**src/ccdt_pkg.sv**
```systemverilog
package ccdt_pkg;
    // register indices (printed offsets all word-aligned after scaling: some are not
    // multiples of four, so the printed value is the index and the byte address is index * 4)
    localparam logic [7:0] IDX_ROOT_SEL   = 8'h04;
    localparam logic [7:0] IDX_PB_COARSE  = 8'h0B;
    localparam logic [7:0] IDX_PB_FINE    = 8'h0C;
    localparam logic [7:0] IDX_PB_OSR_HI  = 8'h0D;
    localparam logic [7:0] IDX_PB_OSR_LO  = 8'h0E;
    localparam logic [7:0] IDX_RC_COARSE  = 8'h12;
    localparam logic [7:0] IDX_RC_FINE    = 8'h13;
    localparam logic [7:0] IDX_RC_OSR     = 8'h14;
    localparam logic [7:0] IDX_GP_SEL     = 8'h19;
    localparam logic [7:0] IDX_GP_DIV     = 8'h1A;
    localparam logic [7:0] IDX_AIF_CTRL   = 8'h1B;
    localparam logic [7:0] IDX_BC_SEL     = 8'h1D;
    localparam logic [7:0] IDX_BC_DIV     = 8'h1E;
    localparam logic [7:0] IDX_RC_PWR_ST  = 8'h24;
    localparam logic [7:0] IDX_PB_PWR_ST  = 8'h25;
    localparam logic [7:0] IDX_CH_PWR     = 8'h30;
    localparam int         ADDR_W         = 10;
    // field positions
    localparam int         POS_DIV_EN     = 7;
    localparam int         POS_BC_MASTER  = 3;
    localparam int         POS_RC_PWR     = 6;
    localparam int         POS_PB_PWR_A   = 7;
    localparam int         POS_PB_PWR_B   = 3;
    localparam int         POS_CH_PB      = 0;
    localparam int         POS_CH_RC      = 1;
    // reset values
    localparam logic [7:0] RST_REG        = 8'h00;
    localparam logic [7:0] RST_DIV        = 8'h01;
    // shutdown sequence length in modulator enables
    localparam int         SHUT_TICKS     = 64;
    localparam logic [1:0] RESP_OKAY      = 2'b00;
    localparam logic [1:0] RESP_SLVERR    = 2'b10;
endpackage : ccdt_pkg

```
**src/ccdt_top.sv**
```systemverilog
`timescale 1ns/100ps
// Summary of operation
// - root clock picked by two-bit select
// - playback mod clock root over coarse*fine
// - record mod clock root over coarse*fine
// - playback divider fields in registers 11-14
// - record divider fields in registers 18-20
// - channel power-down runs internal shutdown sequence
// - playback status bits 7,3 in register 37
// - record status bit 6 in register 36
// - disabled record dividers borrow playback clocks
// - bit clock master drives divided clock
// - bit clock divider input four-way select
// - general clock divided 1-128 out
// - general clock source three-bit select
module ccdt_top (
    input  wire logic              aclk,
    input  wire logic              aresetn,
    input  wire logic              clk_en,
    input  wire logic              mclk_pin,
    input  wire logic              bclk_pin_in,
    input  wire logic              gp1_pin_in,
    input  wire logic              pll_clk,
    output logic                   bclk_pin_out,
    output logic                   bclk_pin_oe,
    output logic                   gp_clk_out,
    output logic                   pb_mod_tick,
    output logic                   pb_fs_tick,
    output logic                   rc_mod_tick,
    output logic                   rc_fs_tick,
    input  wire logic [9:0]        s_axi_awaddr,
    input  wire logic              s_axi_awvalid,
    output logic                   s_axi_awready,
    input  wire logic [31:0]       s_axi_wdata,
    input  wire logic [3:0]        s_axi_wstrb,
    input  wire logic              s_axi_wvalid,
    output logic                   s_axi_wready,
    output logic [1:0]             s_axi_bresp,
    output logic                   s_axi_bvalid,
    input  wire logic              s_axi_bready,
    input  wire logic [9:0]        s_axi_araddr,
    input  wire logic              s_axi_arvalid,
    output logic                   s_axi_arready,
    output logic [31:0]            s_axi_rdata,
    output logic [1:0]             s_axi_rresp,
    output logic                   s_axi_rvalid,
    input  wire logic              s_axi_rready
);
    ////////////////////////////////////////////////////////////////////////////////
    // register storage
    logic [7:0] root_sel_r, pb_coarse_r, pb_fine_r, pb_osr_hi_r, pb_osr_lo_r;
    logic [7:0] rc_coarse_r, rc_fine_r, rc_osr_r, gp_sel_r, gp_div_r;
    logic [7:0] aif_ctrl_r, bc_sel_r, bc_div_r, ch_pwr_r;
    logic       pb_on_r, rc_on_r;

    localparam logic [7:0] IDX_ROOT_SEL  = ccdt_pkg::IDX_ROOT_SEL;
    localparam logic [7:0] IDX_PB_COARSE = ccdt_pkg::IDX_PB_COARSE;
    localparam logic [7:0] IDX_PB_FINE   = ccdt_pkg::IDX_PB_FINE;
    localparam logic [7:0] IDX_PB_OSR_HI = ccdt_pkg::IDX_PB_OSR_HI;
    localparam logic [7:0] IDX_PB_OSR_LO = ccdt_pkg::IDX_PB_OSR_LO;
    localparam logic [7:0] IDX_RC_COARSE = ccdt_pkg::IDX_RC_COARSE;
    localparam logic [7:0] IDX_RC_FINE   = ccdt_pkg::IDX_RC_FINE;
    localparam logic [7:0] IDX_RC_OSR    = ccdt_pkg::IDX_RC_OSR;
    localparam logic [7:0] IDX_GP_SEL    = ccdt_pkg::IDX_GP_SEL;
    localparam logic [7:0] IDX_GP_DIV    = ccdt_pkg::IDX_GP_DIV;
    localparam logic [7:0] IDX_AIF_CTRL  = ccdt_pkg::IDX_AIF_CTRL;
    localparam logic [7:0] IDX_BC_SEL    = ccdt_pkg::IDX_BC_SEL;
    localparam logic [7:0] IDX_BC_DIV    = ccdt_pkg::IDX_BC_DIV;
    localparam logic [7:0] IDX_CH_PWR    = ccdt_pkg::IDX_CH_PWR;
    localparam logic [7:0] IDX_RC_PWR_ST = ccdt_pkg::IDX_RC_PWR_ST;
    localparam logic [7:0] IDX_PB_PWR_ST = ccdt_pkg::IDX_PB_PWR_ST;
    localparam int         POS_DIV_EN    = ccdt_pkg::POS_DIV_EN;
    localparam int         POS_BC_MASTER = ccdt_pkg::POS_BC_MASTER;
    localparam int         POS_CH_PB     = ccdt_pkg::POS_CH_PB;
    localparam int         POS_CH_RC     = ccdt_pkg::POS_CH_RC;
    localparam int         SHUT_TICKS    = ccdt_pkg::SHUT_TICKS;

    function automatic logic [7:0] ccdt_idx(input logic [9:0] a);
        return a[9:2];
    endfunction : ccdt_idx

    // a divide field of zero means 128, so the range 1..128 fits seven bits
    function automatic logic [7:0] ccdt_div7(input logic [7:0] f);
        return (f[6:0] == 7'h00) ? 8'h80 : {1'b0, f[6:0]};
    endfunction : ccdt_div7

    ////////////////////////////////////////////////////////////////////////////////
    // pin synchronisers: sampled clocks become level signals for edge detection
    logic [3:0] src_s1_r, src_s2_r, src_s3_r;
    always_ff @(posedge aclk) begin
        if (!aresetn) begin
            src_s1_r <= 4'h0;
            src_s2_r <= 4'h0;
            src_s3_r <= 4'h0;
        end else if (clk_en) begin
            src_s1_r <= {pll_clk, gp1_pin_in, bclk_pin_in, mclk_pin};
            src_s2_r <= src_s1_r;
            src_s3_r <= src_s2_r;
        end
    end
    logic [3:0] src_rise;
    assign src_rise = src_s2_r & ~src_s3_r;

    logic root_tick;
    assign root_tick = src_rise[root_sel_r[1:0]];

    ////////////////////////////////////////////////////////////////////////////////
    // divider chain; each stage counts enables of its parent
    logic [6:0] pbn_cnt_r, pbm_cnt_r, rcn_cnt_r, rcm_cnt_r;
    logic [9:0] pbo_cnt_r;
    logic [7:0] rco_cnt_r;
    logic       pb_proc_tick, rc_proc_tick, pb_fine_in, rc_fine_in, rc_osr_in;
    logic       rc_dividers_on;

    assign rc_dividers_on = rc_coarse_r[POS_DIV_EN] & rc_fine_r[POS_DIV_EN];

    assign pb_proc_tick = root_tick && pb_coarse_r[POS_DIV_EN] &&
                          ({1'b0, pbn_cnt_r} == ccdt_div7(pb_coarse_r) - 8'h01);
    assign pb_fine_in   = pb_proc_tick;
    assign pb_mod_tick  = pb_fine_in && pb_fine_r[POS_DIV_EN] &&
                          ({1'b0, pbm_cnt_r} == ccdt_div7(pb_fine_r) - 8'h01);
    assign pb_fs_tick   = pb_mod_tick &&
                          (pbo_cnt_r == {pb_osr_hi_r[1:0], pb_osr_lo_r} - 10'h001);

    // record side falls back on the playback clocks when its own dividers are off
    assign rc_proc_tick = rc_dividers_on ? (root_tick && ({1'b0, rcn_cnt_r} ==
                          ccdt_div7(rc_coarse_r) - 8'h01)) : pb_proc_tick;
    assign rc_fine_in   = rc_proc_tick;
    assign rc_osr_in    = rc_dividers_on ? (rc_fine_in && ({1'b0, rcm_cnt_r} ==
                          ccdt_div7(rc_fine_r) - 8'h01)) : pb_mod_tick;
    assign rc_mod_tick  = rc_osr_in;
    assign rc_fs_tick   = rc_osr_in && (rco_cnt_r == rc_osr_r - 8'h01);

    always_ff @(posedge aclk) begin
        if (!aresetn) begin
            pbn_cnt_r <= 7'h00;
            pbm_cnt_r <= 7'h00;
            pbo_cnt_r <= 10'h000;
        end else if (clk_en) begin
            if (!pb_coarse_r[POS_DIV_EN]) pbn_cnt_r <= 7'h00;
            else if (root_tick) pbn_cnt_r <= pb_proc_tick ? 7'h00 : pbn_cnt_r + 7'h01;
            if (!pb_fine_r[POS_DIV_EN]) pbm_cnt_r <= 7'h00;
            else if (pb_fine_in) pbm_cnt_r <= pb_mod_tick ? 7'h00 : pbm_cnt_r + 7'h01;
            if (pb_mod_tick) pbo_cnt_r <= pb_fs_tick ? 10'h000 : pbo_cnt_r + 10'h001;
        end
    end

    always_ff @(posedge aclk) begin
        if (!aresetn) begin
            rcn_cnt_r <= 7'h00;
            rcm_cnt_r <= 7'h00;
            rco_cnt_r <= 8'h00;
        end else if (clk_en) begin
            if (!rc_dividers_on) begin
                rcn_cnt_r <= 7'h00;
                rcm_cnt_r <= 7'h00;
            end else begin
                if (root_tick) rcn_cnt_r <= rc_proc_tick ? 7'h00 : rcn_cnt_r + 7'h01;
                if (rc_fine_in) rcm_cnt_r <= rc_osr_in ? 7'h00 : rcm_cnt_r + 7'h01;
            end
            if (rc_osr_in) rco_cnt_r <= rc_fs_tick ? 8'h00 : rco_cnt_r + 8'h01;
        end
    end

    ////////////////////////////////////////////////////////////////////////////////
    // bit clock and general-purpose clock outputs
    logic [3:0] bc_srcs;
    logic       bc_in;
    logic [6:0] bc_cnt_r;
    logic       bc_clk_r;
    assign bc_srcs = {rc_mod_tick, rc_proc_tick, pb_mod_tick, pb_proc_tick};
    assign bc_in   = bc_srcs[bc_sel_r[1:0]];

    // one-cycle pulse per divided enable: the rate is exact, the duty cycle is not even
    always_ff @(posedge aclk) begin
        if (!aresetn) begin
            bc_cnt_r <= 7'h00;
            bc_clk_r <= 1'b0;
        end else if (clk_en) begin
            bc_clk_r <= 1'b0;
            if (bc_in && {1'b0, bc_cnt_r} == ccdt_div7(bc_div_r) - 8'h01) begin
                bc_cnt_r <= 7'h00;
                bc_clk_r <= 1'b1;
            end else if (bc_in) begin
                bc_cnt_r <= bc_cnt_r + 7'h01;
            end
        end
    end
    assign bclk_pin_oe  = aif_ctrl_r[POS_BC_MASTER];
    assign bclk_pin_out = bc_clk_r & aif_ctrl_r[POS_BC_MASTER];

    logic [7:0] gp_srcs;
    logic       gp_in;
    logic [6:0] gp_cnt_r;
    logic       gp_clk_r;
    assign gp_srcs = {rc_fs_tick, pb_fs_tick, rc_mod_tick, rc_proc_tick,
                      pb_mod_tick, pb_proc_tick, src_rise[3], root_tick};
    assign gp_in   = gp_srcs[gp_sel_r[2:0]];

    always_ff @(posedge aclk) begin
        if (!aresetn) begin
            gp_cnt_r <= 7'h00;
            gp_clk_r <= 1'b0;
        end else if (clk_en) begin
            gp_clk_r <= 1'b0;
            if (gp_in && {1'b0, gp_cnt_r} == ccdt_div7(gp_div_r) - 8'h01) begin
                gp_cnt_r <= 7'h00;
                gp_clk_r <= 1'b1;
            end else if (gp_in) begin
                gp_cnt_r <= gp_cnt_r + 7'h01;
            end
        end
    end
    assign gp_clk_out = gp_clk_r;

    ////////////////////////////////////////////////////////////////////////////////
    // channel power sequencing: each shutdown counts its own channel's modulator enables, so it
    // stalls if software stops the dividers early, which is why they must stay up
    logic [6:0] pb_shut_r, rc_shut_r;
    always_ff @(posedge aclk) begin
        if (!aresetn) begin
            pb_on_r   <= 1'b0;
            rc_on_r   <= 1'b0;
            pb_shut_r <= 7'h00;
            rc_shut_r <= 7'h00;
        end else if (clk_en) begin
            if (ch_pwr_r[POS_CH_PB]) begin
                pb_on_r   <= 1'b1;
                pb_shut_r <= 7'(SHUT_TICKS);
            end else if (pb_shut_r != 7'h00) begin
                if (pb_mod_tick) pb_shut_r <= pb_shut_r - 7'h01;
            end else begin
                pb_on_r <= 1'b0;
            end
            if (ch_pwr_r[POS_CH_RC]) begin
                rc_on_r   <= 1'b1;
                rc_shut_r <= 7'(SHUT_TICKS);
            end else if (rc_shut_r != 7'h00) begin
                if (rc_mod_tick) rc_shut_r <= rc_shut_r - 7'h01;
            end else begin
                rc_on_r <= 1'b0;
            end
        end
    end

    ////////////////////////////////////////////////////////////////////////////////
    // AXI4-Lite slave, one outstanding write and read
    logic       aw_got_r, w_got_r;
    logic [7:0] aw_idx_r, w_data_r;
    logic       w_lane_r;
    assign s_axi_awready = ~aw_got_r & ~s_axi_bvalid;
    assign s_axi_wready  = ~w_got_r & ~s_axi_bvalid;

    function automatic logic ccdt_rw_hit(input logic [7:0] i);
        return i == IDX_ROOT_SEL || i == IDX_PB_COARSE || i == IDX_PB_FINE ||
               i == IDX_PB_OSR_HI || i == IDX_PB_OSR_LO || i == IDX_RC_COARSE ||
               i == IDX_RC_FINE || i == IDX_RC_OSR || i == IDX_GP_SEL ||
               i == IDX_GP_DIV || i == IDX_AIF_CTRL || i == IDX_BC_SEL ||
               i == IDX_BC_DIV || i == IDX_CH_PWR;
    endfunction : ccdt_rw_hit

    logic do_write;
    assign do_write = aw_got_r & w_got_r & ~s_axi_bvalid;

    always_ff @(posedge aclk) begin
        if (!aresetn) begin
            aw_got_r     <= 1'b0;
            w_got_r      <= 1'b0;
            aw_idx_r     <= 8'h00;
            w_data_r     <= 8'h00;
            w_lane_r     <= 1'b0;
            s_axi_bvalid <= 1'b0;
            s_axi_bresp  <= ccdt_pkg::RESP_OKAY;
        end else if (clk_en) begin
            if (s_axi_awvalid && s_axi_awready) begin
                aw_got_r <= 1'b1;
                aw_idx_r <= ccdt_idx(s_axi_awaddr);
            end
            if (s_axi_wvalid && s_axi_wready) begin
                w_got_r  <= 1'b1;
                w_data_r <= s_axi_wdata[7:0];
                w_lane_r <= s_axi_wstrb[0];
            end
            if (do_write) begin
                aw_got_r     <= 1'b0;
                w_got_r      <= 1'b0;
                s_axi_bvalid <= 1'b1;
                s_axi_bresp  <= ccdt_rw_hit(aw_idx_r) ? ccdt_pkg::RESP_OKAY
                                                      : ccdt_pkg::RESP_SLVERR;
            end else if (s_axi_bvalid && s_axi_bready) begin
                s_axi_bvalid <= 1'b0;
            end
        end
    end

    always_ff @(posedge aclk) begin
        if (!aresetn) begin
            root_sel_r  <= ccdt_pkg::RST_REG;
            pb_coarse_r <= ccdt_pkg::RST_DIV;
            pb_fine_r   <= ccdt_pkg::RST_DIV;
            pb_osr_hi_r <= ccdt_pkg::RST_REG;
            pb_osr_lo_r <= ccdt_pkg::RST_DIV;
            rc_coarse_r <= ccdt_pkg::RST_DIV;
            rc_fine_r   <= ccdt_pkg::RST_DIV;
            rc_osr_r    <= ccdt_pkg::RST_DIV;
            gp_sel_r    <= ccdt_pkg::RST_REG;
            gp_div_r    <= ccdt_pkg::RST_DIV;
            aif_ctrl_r  <= ccdt_pkg::RST_REG;
            bc_sel_r    <= ccdt_pkg::RST_REG;
            bc_div_r    <= ccdt_pkg::RST_DIV;
            ch_pwr_r    <= ccdt_pkg::RST_REG;
        end else if (clk_en && do_write && w_lane_r) begin
            unique case (aw_idx_r)
                IDX_ROOT_SEL:  root_sel_r  <= w_data_r;
                IDX_PB_COARSE: pb_coarse_r <= w_data_r;
                IDX_PB_FINE:   pb_fine_r   <= w_data_r;
                IDX_PB_OSR_HI: pb_osr_hi_r <= w_data_r;
                IDX_PB_OSR_LO: pb_osr_lo_r <= w_data_r;
                IDX_RC_COARSE: rc_coarse_r <= w_data_r;
                IDX_RC_FINE:   rc_fine_r   <= w_data_r;
                IDX_RC_OSR:    rc_osr_r    <= w_data_r;
                IDX_GP_SEL:    gp_sel_r    <= w_data_r;
                IDX_GP_DIV:    gp_div_r    <= w_data_r;
                IDX_AIF_CTRL:  aif_ctrl_r  <= w_data_r;
                IDX_BC_SEL:    bc_sel_r    <= w_data_r;
                IDX_BC_DIV:    bc_div_r    <= w_data_r;
                IDX_CH_PWR:    ch_pwr_r    <= w_data_r;
                default: ;
            endcase
        end
    end

    logic [7:0] rd_val;
    logic       rd_hit;
    logic [7:0] ar_idx;
    assign ar_idx = ccdt_idx(s_axi_araddr);
    always_comb begin
        rd_hit = 1'b1;
        rd_val = 8'h00;
        unique case (ar_idx)
            IDX_ROOT_SEL:  rd_val = root_sel_r;
            IDX_PB_COARSE: rd_val = pb_coarse_r;
            IDX_PB_FINE:   rd_val = pb_fine_r;
            IDX_PB_OSR_HI: rd_val = pb_osr_hi_r;
            IDX_PB_OSR_LO: rd_val = pb_osr_lo_r;
            IDX_RC_COARSE: rd_val = rc_coarse_r;
            IDX_RC_FINE:   rd_val = rc_fine_r;
            IDX_RC_OSR:    rd_val = rc_osr_r;
            IDX_GP_SEL:    rd_val = gp_sel_r;
            IDX_GP_DIV:    rd_val = gp_div_r;
            IDX_AIF_CTRL:  rd_val = aif_ctrl_r;
            IDX_BC_SEL:    rd_val = bc_sel_r;
            IDX_BC_DIV:    rd_val = bc_div_r;
            IDX_CH_PWR:    rd_val = ch_pwr_r;
            IDX_RC_PWR_ST: rd_val = {1'b0, rc_on_r, 6'h00};
            IDX_PB_PWR_ST: rd_val = {pb_on_r, 3'h0, pb_on_r, 3'h0};
            default:       rd_hit = 1'b0;
        endcase
    end

    assign s_axi_arready = ~s_axi_rvalid;
    always_ff @(posedge aclk) begin
        if (!aresetn) begin
            s_axi_rvalid <= 1'b0;
            s_axi_rdata  <= 32'h0000_0000;
            s_axi_rresp  <= ccdt_pkg::RESP_OKAY;
        end else if (clk_en) begin
            if (s_axi_arvalid && s_axi_arready) begin
                s_axi_rvalid <= 1'b1;
                s_axi_rdata  <= {24'h00_0000, rd_val};
                s_axi_rresp  <= rd_hit ? ccdt_pkg::RESP_OKAY : ccdt_pkg::RESP_SLVERR;
            end else if (s_axi_rready) begin
                s_axi_rvalid <= 1'b0;
            end
        end
    end
endmodule : ccdt_top

```
**config.mk**
```make
export PLATFORM = sky130hd
export DESIGN_NAME = ccdt_top
export DESIGN_NICKNAME = d
export VERILOG_FILES = /design/src/ccdt_pkg.sv /design/src/ccdt_top.sv
export SDC_FILE = /design/constraint.sdc
export NUM_CORES = 1
export LEC_CHECK = 0
export BUFFER_PORTS_ARGS = -buffer_cell sky130_fd_sc_hd__buf_2
export CAP_MARGIN = 20
export CORE_MARGIN = 2
export CORE_UTILIZATION = 35
export DETAILED_ROUTE_END_ITERATION = 16
export GPL_TIMING_DRIVEN = 0
export SYNTH_ARGS = -nofsm -noshare
export SYNTH_HDL_FRONTEND = slang
export SYNTH_SLANG_ARGS = --single-unit
```
**constraint.sdc**
```tcl
create_clock -name aclk -period 6.2 [get_ports aclk]
set_input_delay 0.62 -clock aclk [delete_from_list [all_inputs] [get_ports aclk]]
set_output_delay 0.62 -clock aclk [all_outputs]
set_load 0.01 [all_outputs]
```
### Yosys cells after proc, flatten, opt, wreduce, memory -nomap -nowiden

Index checks and enable logic that the tools add are counted.

| storage, ports and cells | value |
|---|---|
| register bits | 235 |
| latch bits | 0 |
| RAM bits | 0 |
| bits in read-only memories | 0 |
| bits of input ports | 68 |
| output and inout bits | 48 |
| logic and storage cells | 256 |
| memories kept | 0 |

| operators by class | value |
|---|---|
| add/sub/neg operators | 18 |
| $mul | 0 |
| div/mod/pow operators | 0 |
| magnitude comparators | 3 |
| eq/ne operators | 44 |
| shift-type cells | 0 |
| mux-type cells | 56 |
| bitwise logic cells | 12 |
| reductions and logical operators | 82 |

Operators with widths:

| kind | count |
|---|---|
| $mux W7 | 22 |
| $eq A8 B5 Y1 const B | 16 |
| $pmux W8 S16 | 1 |
| $eq A8 B4 Y1 const B | 8 |
| $reduce_and A2 Y1 | 32 |
| $mux W8 | 7 |
| $sub A8 B1 Y8 const B | 7 |
| $eq A7 B8 Y1 | 6 |
| $add A7 B1 Y7 const B | 6 |
| $logic_not A7 Y1 | 6 |
| $eq A8 B6 Y1 const B | 4 |
| $mux W1 | 20 |
| $reduce_bool A2 Y1 | 10 |
| $eq A8 B3 Y1 const B | 2 |
| $logic_and A1 B1 Y1 | 16 |
| $reduce_or A16 Y1 | 1 |
| $reduce_bool A7 Y1 | 2 |
| $sub A7 B1 Y7 const B | 2 |
| $logic_or A1 B1 Y1 | 13 |
| $add A10 B1 Y10 const B | 1 |
| $eq A10 B10 Y1 | 1 |
| $mux W10 | 1 |
| $sub A10 B1 Y10 const B | 1 |
| $add A8 B1 Y8 const B | 1 |
| other kinds (13) | 29 |

### Longest topological paths before layout

| logic depth | value |
|---|---|
| depth in word-level cells | 15 |
| mapped depth | 14 |
| mapped depth without buffers | 12 |

### Least setup slack after synthesis

Ideal clock, no wire load.

| path | value |
|---|---|
| kind | reg2reg |
| start point | reg rc_coarse_r[0] |
| end point | reg gp_cnt_r[0] |
| library setup time | 132 ps |
| data arrival time | 3207 ps |
| required time | 6068 ps |
| path slack | 2861 ps |
| cell stages (with the launch flop) | 14 |
| path buffers | 1 |
| clock period less this slack | 3339 ps |
| path through | dfxtp_1 inv_1 ha_1 xnor2_1 a2111o_1 a31oi_1 nand4_1 or4b_1 buf_2 a311o_1 o21bai_4 nand3_4 o41ai_4 nor2_1 |

| between the ends | value |
|---|---|
| word-level cells in the longest chain between the ends | 14 |
| elaborated cells between the ends (all ways) | 15 |
| those cells by class | add/sub (1); eq/ne (1); mux (6); reduce/logical (7) |

RTL lines:

| element | RTL line | source |
|---|---|---|
| from (decl) | ccdt_top.sv:52 | `logic [7:0] rc_coarse_r, rc_fine_r, rc_osr_r, gp_sel_r, gp_div_r;` |
| from (signal assigned) | ccdt_top.sv:303 | `rc_coarse_r <= ccdt_pkg::RST_DIV;` |
| from (signal assigned) | ccdt_top.sv:319 | `IDX_RC_COARSE: rc_coarse_r <= w_data_r;` |
| $logic_not A7 Y1 | ccdt_top.sv:84 | `return (f[6:0] == 7'h00) ? 8'h80 : {1'b0, f[6:0]};` |
| $mux W8 (*) | ccdt_top.sv:84 |  |
| $sub A8 B1 Y8 (*) | ccdt_top.sv:127 | `ccdt_div7(rc_coarse_r) - 8'h01)) : pb_proc_tick;` |
| $eq A7 B8 Y1 (*) | ccdt_top.sv:126 | `assign rc_proc_tick = rc_dividers_on ? (root_tick && ({1'b0, rcn_cnt_r} ==` |
| $logic_and A1 B1 Y1 (*) | ccdt_top.sv:126 |  |
| $mux W1 (*) | ccdt_top.sv:126 |  |
| $logic_and A1 B1 Y1 | ccdt_top.sv:129 | `assign rc_osr_in = rc_dividers_on ? (rc_fine_in && ({1'b0, rcm_cnt_r} ==` |
| $mux W1 | ccdt_top.sv:129 |  |
| $logic_and A1 B1 Y1 | ccdt_top.sv:132 | `assign rc_fs_tick = rc_osr_in && (rco_cnt_r == rc_osr_r - 8'h01);` |
| $bmux W1 S3 (*) | ccdt_top.sv:198 | `assign gp_in = gp_srcs[gp_sel_r[2:0]];` |
| $mux W1 (implied by the code) (*) | ccdt_top.sv:198 |  |
| $logic_and A1 B1 Y1 | ccdt_top.sv:206 | `if (gp_in && {1'b0, gp_cnt_r} == ccdt_div7(gp_div_r) - 8'h01) begin` |
| $reduce_bool A2 Y1 (no source line) | -- |  |
| $reduce_and A2 Y1 (no source line) | -- |  |
| to (signal assigned) | ccdt_top.sv:210 | `gp_cnt_r <= gp_cnt_r + 7'h01;` |
| to (decl) | ccdt_top.sv:194 | `logic [6:0] gp_cnt_r;` |

Every way passes the cells marked *; elsewhere a longest branch is shown, timed or not. The select of a mux whose other input is x is not followed.
A chain may end at the register's enable or synchronous reset.

### Final worst setup path

| path | value |
|---|---|
| start point | reg rc_coarse_r[0] |
| end point | out rc_fs_tick |

| between the ends | value |
|---|---|
| word-level cells in the longest chain between the ends | 9 |

RTL lines:

| element | RTL line | source |
|---|---|---|
| $logic_not A7 Y1 | ccdt_top.sv:84 |  |
| $mux W8 (*) | ccdt_top.sv:84 |  |
| $sub A8 B1 Y8 (*) | ccdt_top.sv:127 |  |
| $eq A7 B8 Y1 (*) | ccdt_top.sv:126 |  |
| $logic_and A1 B1 Y1 (*) | ccdt_top.sv:126 |  |
| $mux W1 (*) | ccdt_top.sv:126 |  |
| $logic_and A1 B1 Y1 (*) | ccdt_top.sv:129 |  |
| $mux W1 (*) | ccdt_top.sv:129 |  |
| $logic_and A1 B1 Y1 (*) | ccdt_top.sv:132 |  |
| to (decl) | ccdt_top.sv:30 | `output logic rc_fs_tick,` |

Every way passes the cells marked *; elsewhere a longest branch is shown, timed or not.

==> reports/results.txt <==
htree depth = 1
Max transition margin = 22.3%
CTS clk-pin slew, worst paths = 60 ps
non-filler cells, final = 2,195
Slew Limit Fails = 0
RSZ-0062 raised after global routing = false
worst min-delay path startpoint = s_axi_awaddr[7]
initial drt markers = 1,009
# DRC = 0
DRT Wirelength = 40,900 um
Max Cap Violations = 0
ys flop type = dfxtp_1
core region area = 0.0376 mm^2
worst reg2reg path endpoint = rco_cnt_r[4]$_SDFFE_PN0P_
number of nets still failing antenna checks after routing = 0
Synth Cell Area = 0.0133 mm^2
initial antenna violation count = 1
Async S/R FF share, synth = 0%
# rows = 71
Crit. Startpoint = rc_coarse_r[0]$_SDFFE_PN1P_
clock root cell = clkbuf_16
fill count = 3,825
logic gate share of total power = 5.4%
Internal Power = 0.00248 W
met2 wire length = 18,300 um
area delta synth->final = 14.6%
crit-path max FO = 8
Final nets = 1,758
CP endpoint kind = primary output
Sw Pwr = 0.000788 W
share of post-route cells with drive strength above 1 = 10.4%
Vias/cell = 5.40
Met3 Wirelength = 3260 um
largest net degree at the start of global routing = 14
Die Y = 199 um
Hold Path End = aw_idx_r[5]$_SDFFE_PN0P_
post-CTS sizing = 0
max FFs per register = 10
crit path launch type = register
Sw Ratio = 24.1%
Lkg Pwr = 5.73 nW
Highest Clock Rate = 236 MHz
DRT Pass-1 Iters = 7
Data required, critical path = 5580 ps
R2R Path Start = pb_coarse_r[0]$_SDFFE_PN1P_
clk_lat worst skew = 550 ps
Total Neg Setup Slack = 0 ps
worst hold path type = in -> reg
Synth Warn # = 0
DP HPWL = 30,800 um
status = completed
Syn Area/Cell = 8.60 um^2
critical path type = reg -> out
Sequential Power Share = 46.6%
CTS Buf Count = 28
DRT met1 WL = 17,900 um
Clock Power Share = 48.0%
final setup fails = 0
Worst VDD drop = 0.000182 V
CTS tree = yes
Clock Skew = 12.0 ps
hold path depth = 3
die width = 199 um
Hold Fails Final Rpt = 0
register area share after synthesis = 35.1%
buffers from clock root to sink, at most = 3
I/O Pins = 116
dpl cells = 2,145
sequential cell area = 0.00466 mm^2
I/O Buffers = 56
#FFs+latches synth = 233
RePlAce Congestion = 0.937
global route total overflow = 0
number of flops mapped to enable cells by yosys = 0
Hold-fix buffers, CTS = 0
Die Area = 0.0396 mm^2
diodes inserted = 0
Final Cycle Share = 68.5%
vias = 11,900
Top Layer Used = met4
Starting Density = 35.4%
vias in the first global route = 11,200
first-pass GRT wire length = 63,000 um
Most flops, register = pbo_cnt_r
power per cell area = 214 mW/mm^2
total track usage = 20.6%
clk sinks = 233
Reg2Reg Setup Slack = 2100 ps
synth unique cells = 84
multi-input gate area in the final layout = 0.00809 mm^2
Critical Path AT = 3630 ps
Mapped Cells = 1,548
minimum clock period = 4250 ps
setup bufs post-CTS = 0
FF-to-FF path depth = 12
Worst Max-Slew Pin Slew = 1160 ps
wire per inst = 18.6 um
==> routing by layer <==
layer / vias to the layer above / track usage, %
li1: 5694 / -
met1: 5630 / 26.9
met2: 445 / 33.5
met3: 81 / 3.98
met4: 0 / 7.66
met5: - / 0.511
==> per-stage QoR <==
| stage | utilization (%) | cell area (um^2) | hold slack, ps | total power (W) | setup slack, ps |
|---|---|---|---|---|---|
| 5_1_grt | 40.6 | 15200 | 329 | 0.00337 | 1690 |
| 6_report | 40.6 | 15200 | 328 | 0.00327 | 1950 |
| 3_3_place_gp | 38.1 | 14300 | 463 | 0.00173 | 1820 |
| 4_1_cts | 40.5 | 15200 | 309 | 0.00329 | 1970 |
| 2_1_floorplan | - | 13400 | 433 | 0.00166 | 2860 |
| 3_5_place_dp | 38.2 | 14400 | 474 | 0.00173 | 2200 |
==> power groups by stage <==
stage          logic, W  clock network (W)  registers [W]
3_3_place_gp   0.000172                  0        0.00155
5_1_grt        0.000191            0.00166        0.00152
4_1_cts        0.000175            0.00159        0.00152
3_5_place_dp   0.000174                  0        0.00155
2_1_floorplan  0.000107                  0        0.00155
6_report       0.000176            0.00157        0.00152
==> Yosys cell counts (all sizes together) (9+ instances only) <==
master | count | area (um^2)
nor4 | 13 | 96.3
and3 | 14 | 87.6
a222oi | 9 | 90.1
buf | 39 | 265
o21ai | 61 | 305
clkbuf | 61 | 230
xnor2 | 40 | 350
xor2 | 52 | 455
a31oi | 12 | 75.1
nor2b | 148 | 926
a22oi | 21 | 158
mux2i | 133 | 1330
dfxtp | 233 | 4660
a221oi | 11 | 96.3
nor2 | 116 | 435
nor3 | 39 | 216
ha | 25 | 313
nand3b | 18 | 135
or3 | 20 | 130
a21oi | 45 | 225
o211ai | 9 | 67.6
nand4 | 27 | 169
nand2 | 133 | 499
inv | 43 | 161
and2 | 9 | 56.3
nand2b | 19 | 119
nand3 | 48 | 258
a21boi | 46 | 345
==> layout by cell type (no fill, tap or decap), types with 45 or more instances in the layout <==
cell type | synthesis | routed
mux2i_1 | 133 | 133
o21ai_0 | 59 | 59
xor2_1 | 52 | 52
buf_2 | 5 | 65
nand2_1 | 133 | 133
clkbuf_1 | 60 | 63
nand3_1 | 46 | 46
nor2_1 | 116 | 116
nor2b_1 | 148 | 148
a21oi_1 | 45 | 45
dfxtp_1 | 233 | 233
==> how the worst max path moves through the flow <==
stage,cells past startpoint,slack (ps),endpoint
2_1_floorplan,13,2860,gp_cnt_r[0]$_SDFFE_PN0P_
3_3_place_gp,12,1820,rco_cnt_r[3]$_SDFFE_PN0P_
3_5_place_dp,12,2200,rco_cnt_r[2]$_SDFFE_PN0P_
4_1_cts,9,1970,rc_fs_tick
5_1_grt,8,1690,pb_fs_tick
6_report,11,1950,rc_fs_tick
==> layout make-up <==
cell class	instances	share of cell area, %
clock inverter	12	0.443
buffer	100	3.25
clock buffer	37	5.28
inverter	43	1.06
timing repair buffer	62	2.13
sequential	233	30.6
tap	511	4.19
multi-input combinational	1197	53.1
==> worst max-delay path, cell delays in order (launching register included) <==
cell      delay, ps
dfxtp_1         440
inv_1           120
ha_1            320
xnor2_1         130
a2111o_1        390
a31oi_1         140
nand4_1         110
or4b_1          560
buf_2           200
o22a_1          340
nor2_1          180
buf_2           160
==> cells by family after synthesis <==
family | Yosys count | synth area share, %
XOR/XNOR | 93 | 6.22
multiplexers | 145 | 11.4
flip-flops | 233 | 35.1
other | 1 | 0.0282
AND/OR/NAND/NOR | 637 | 25.7
AO/OA/AOI/OAI | 271 | 14.3
adder cells (fa/ha/maj) | 25 | 2.35
buffers and inverters | 143 | 4.94
(Power assumes the default switching activity.)
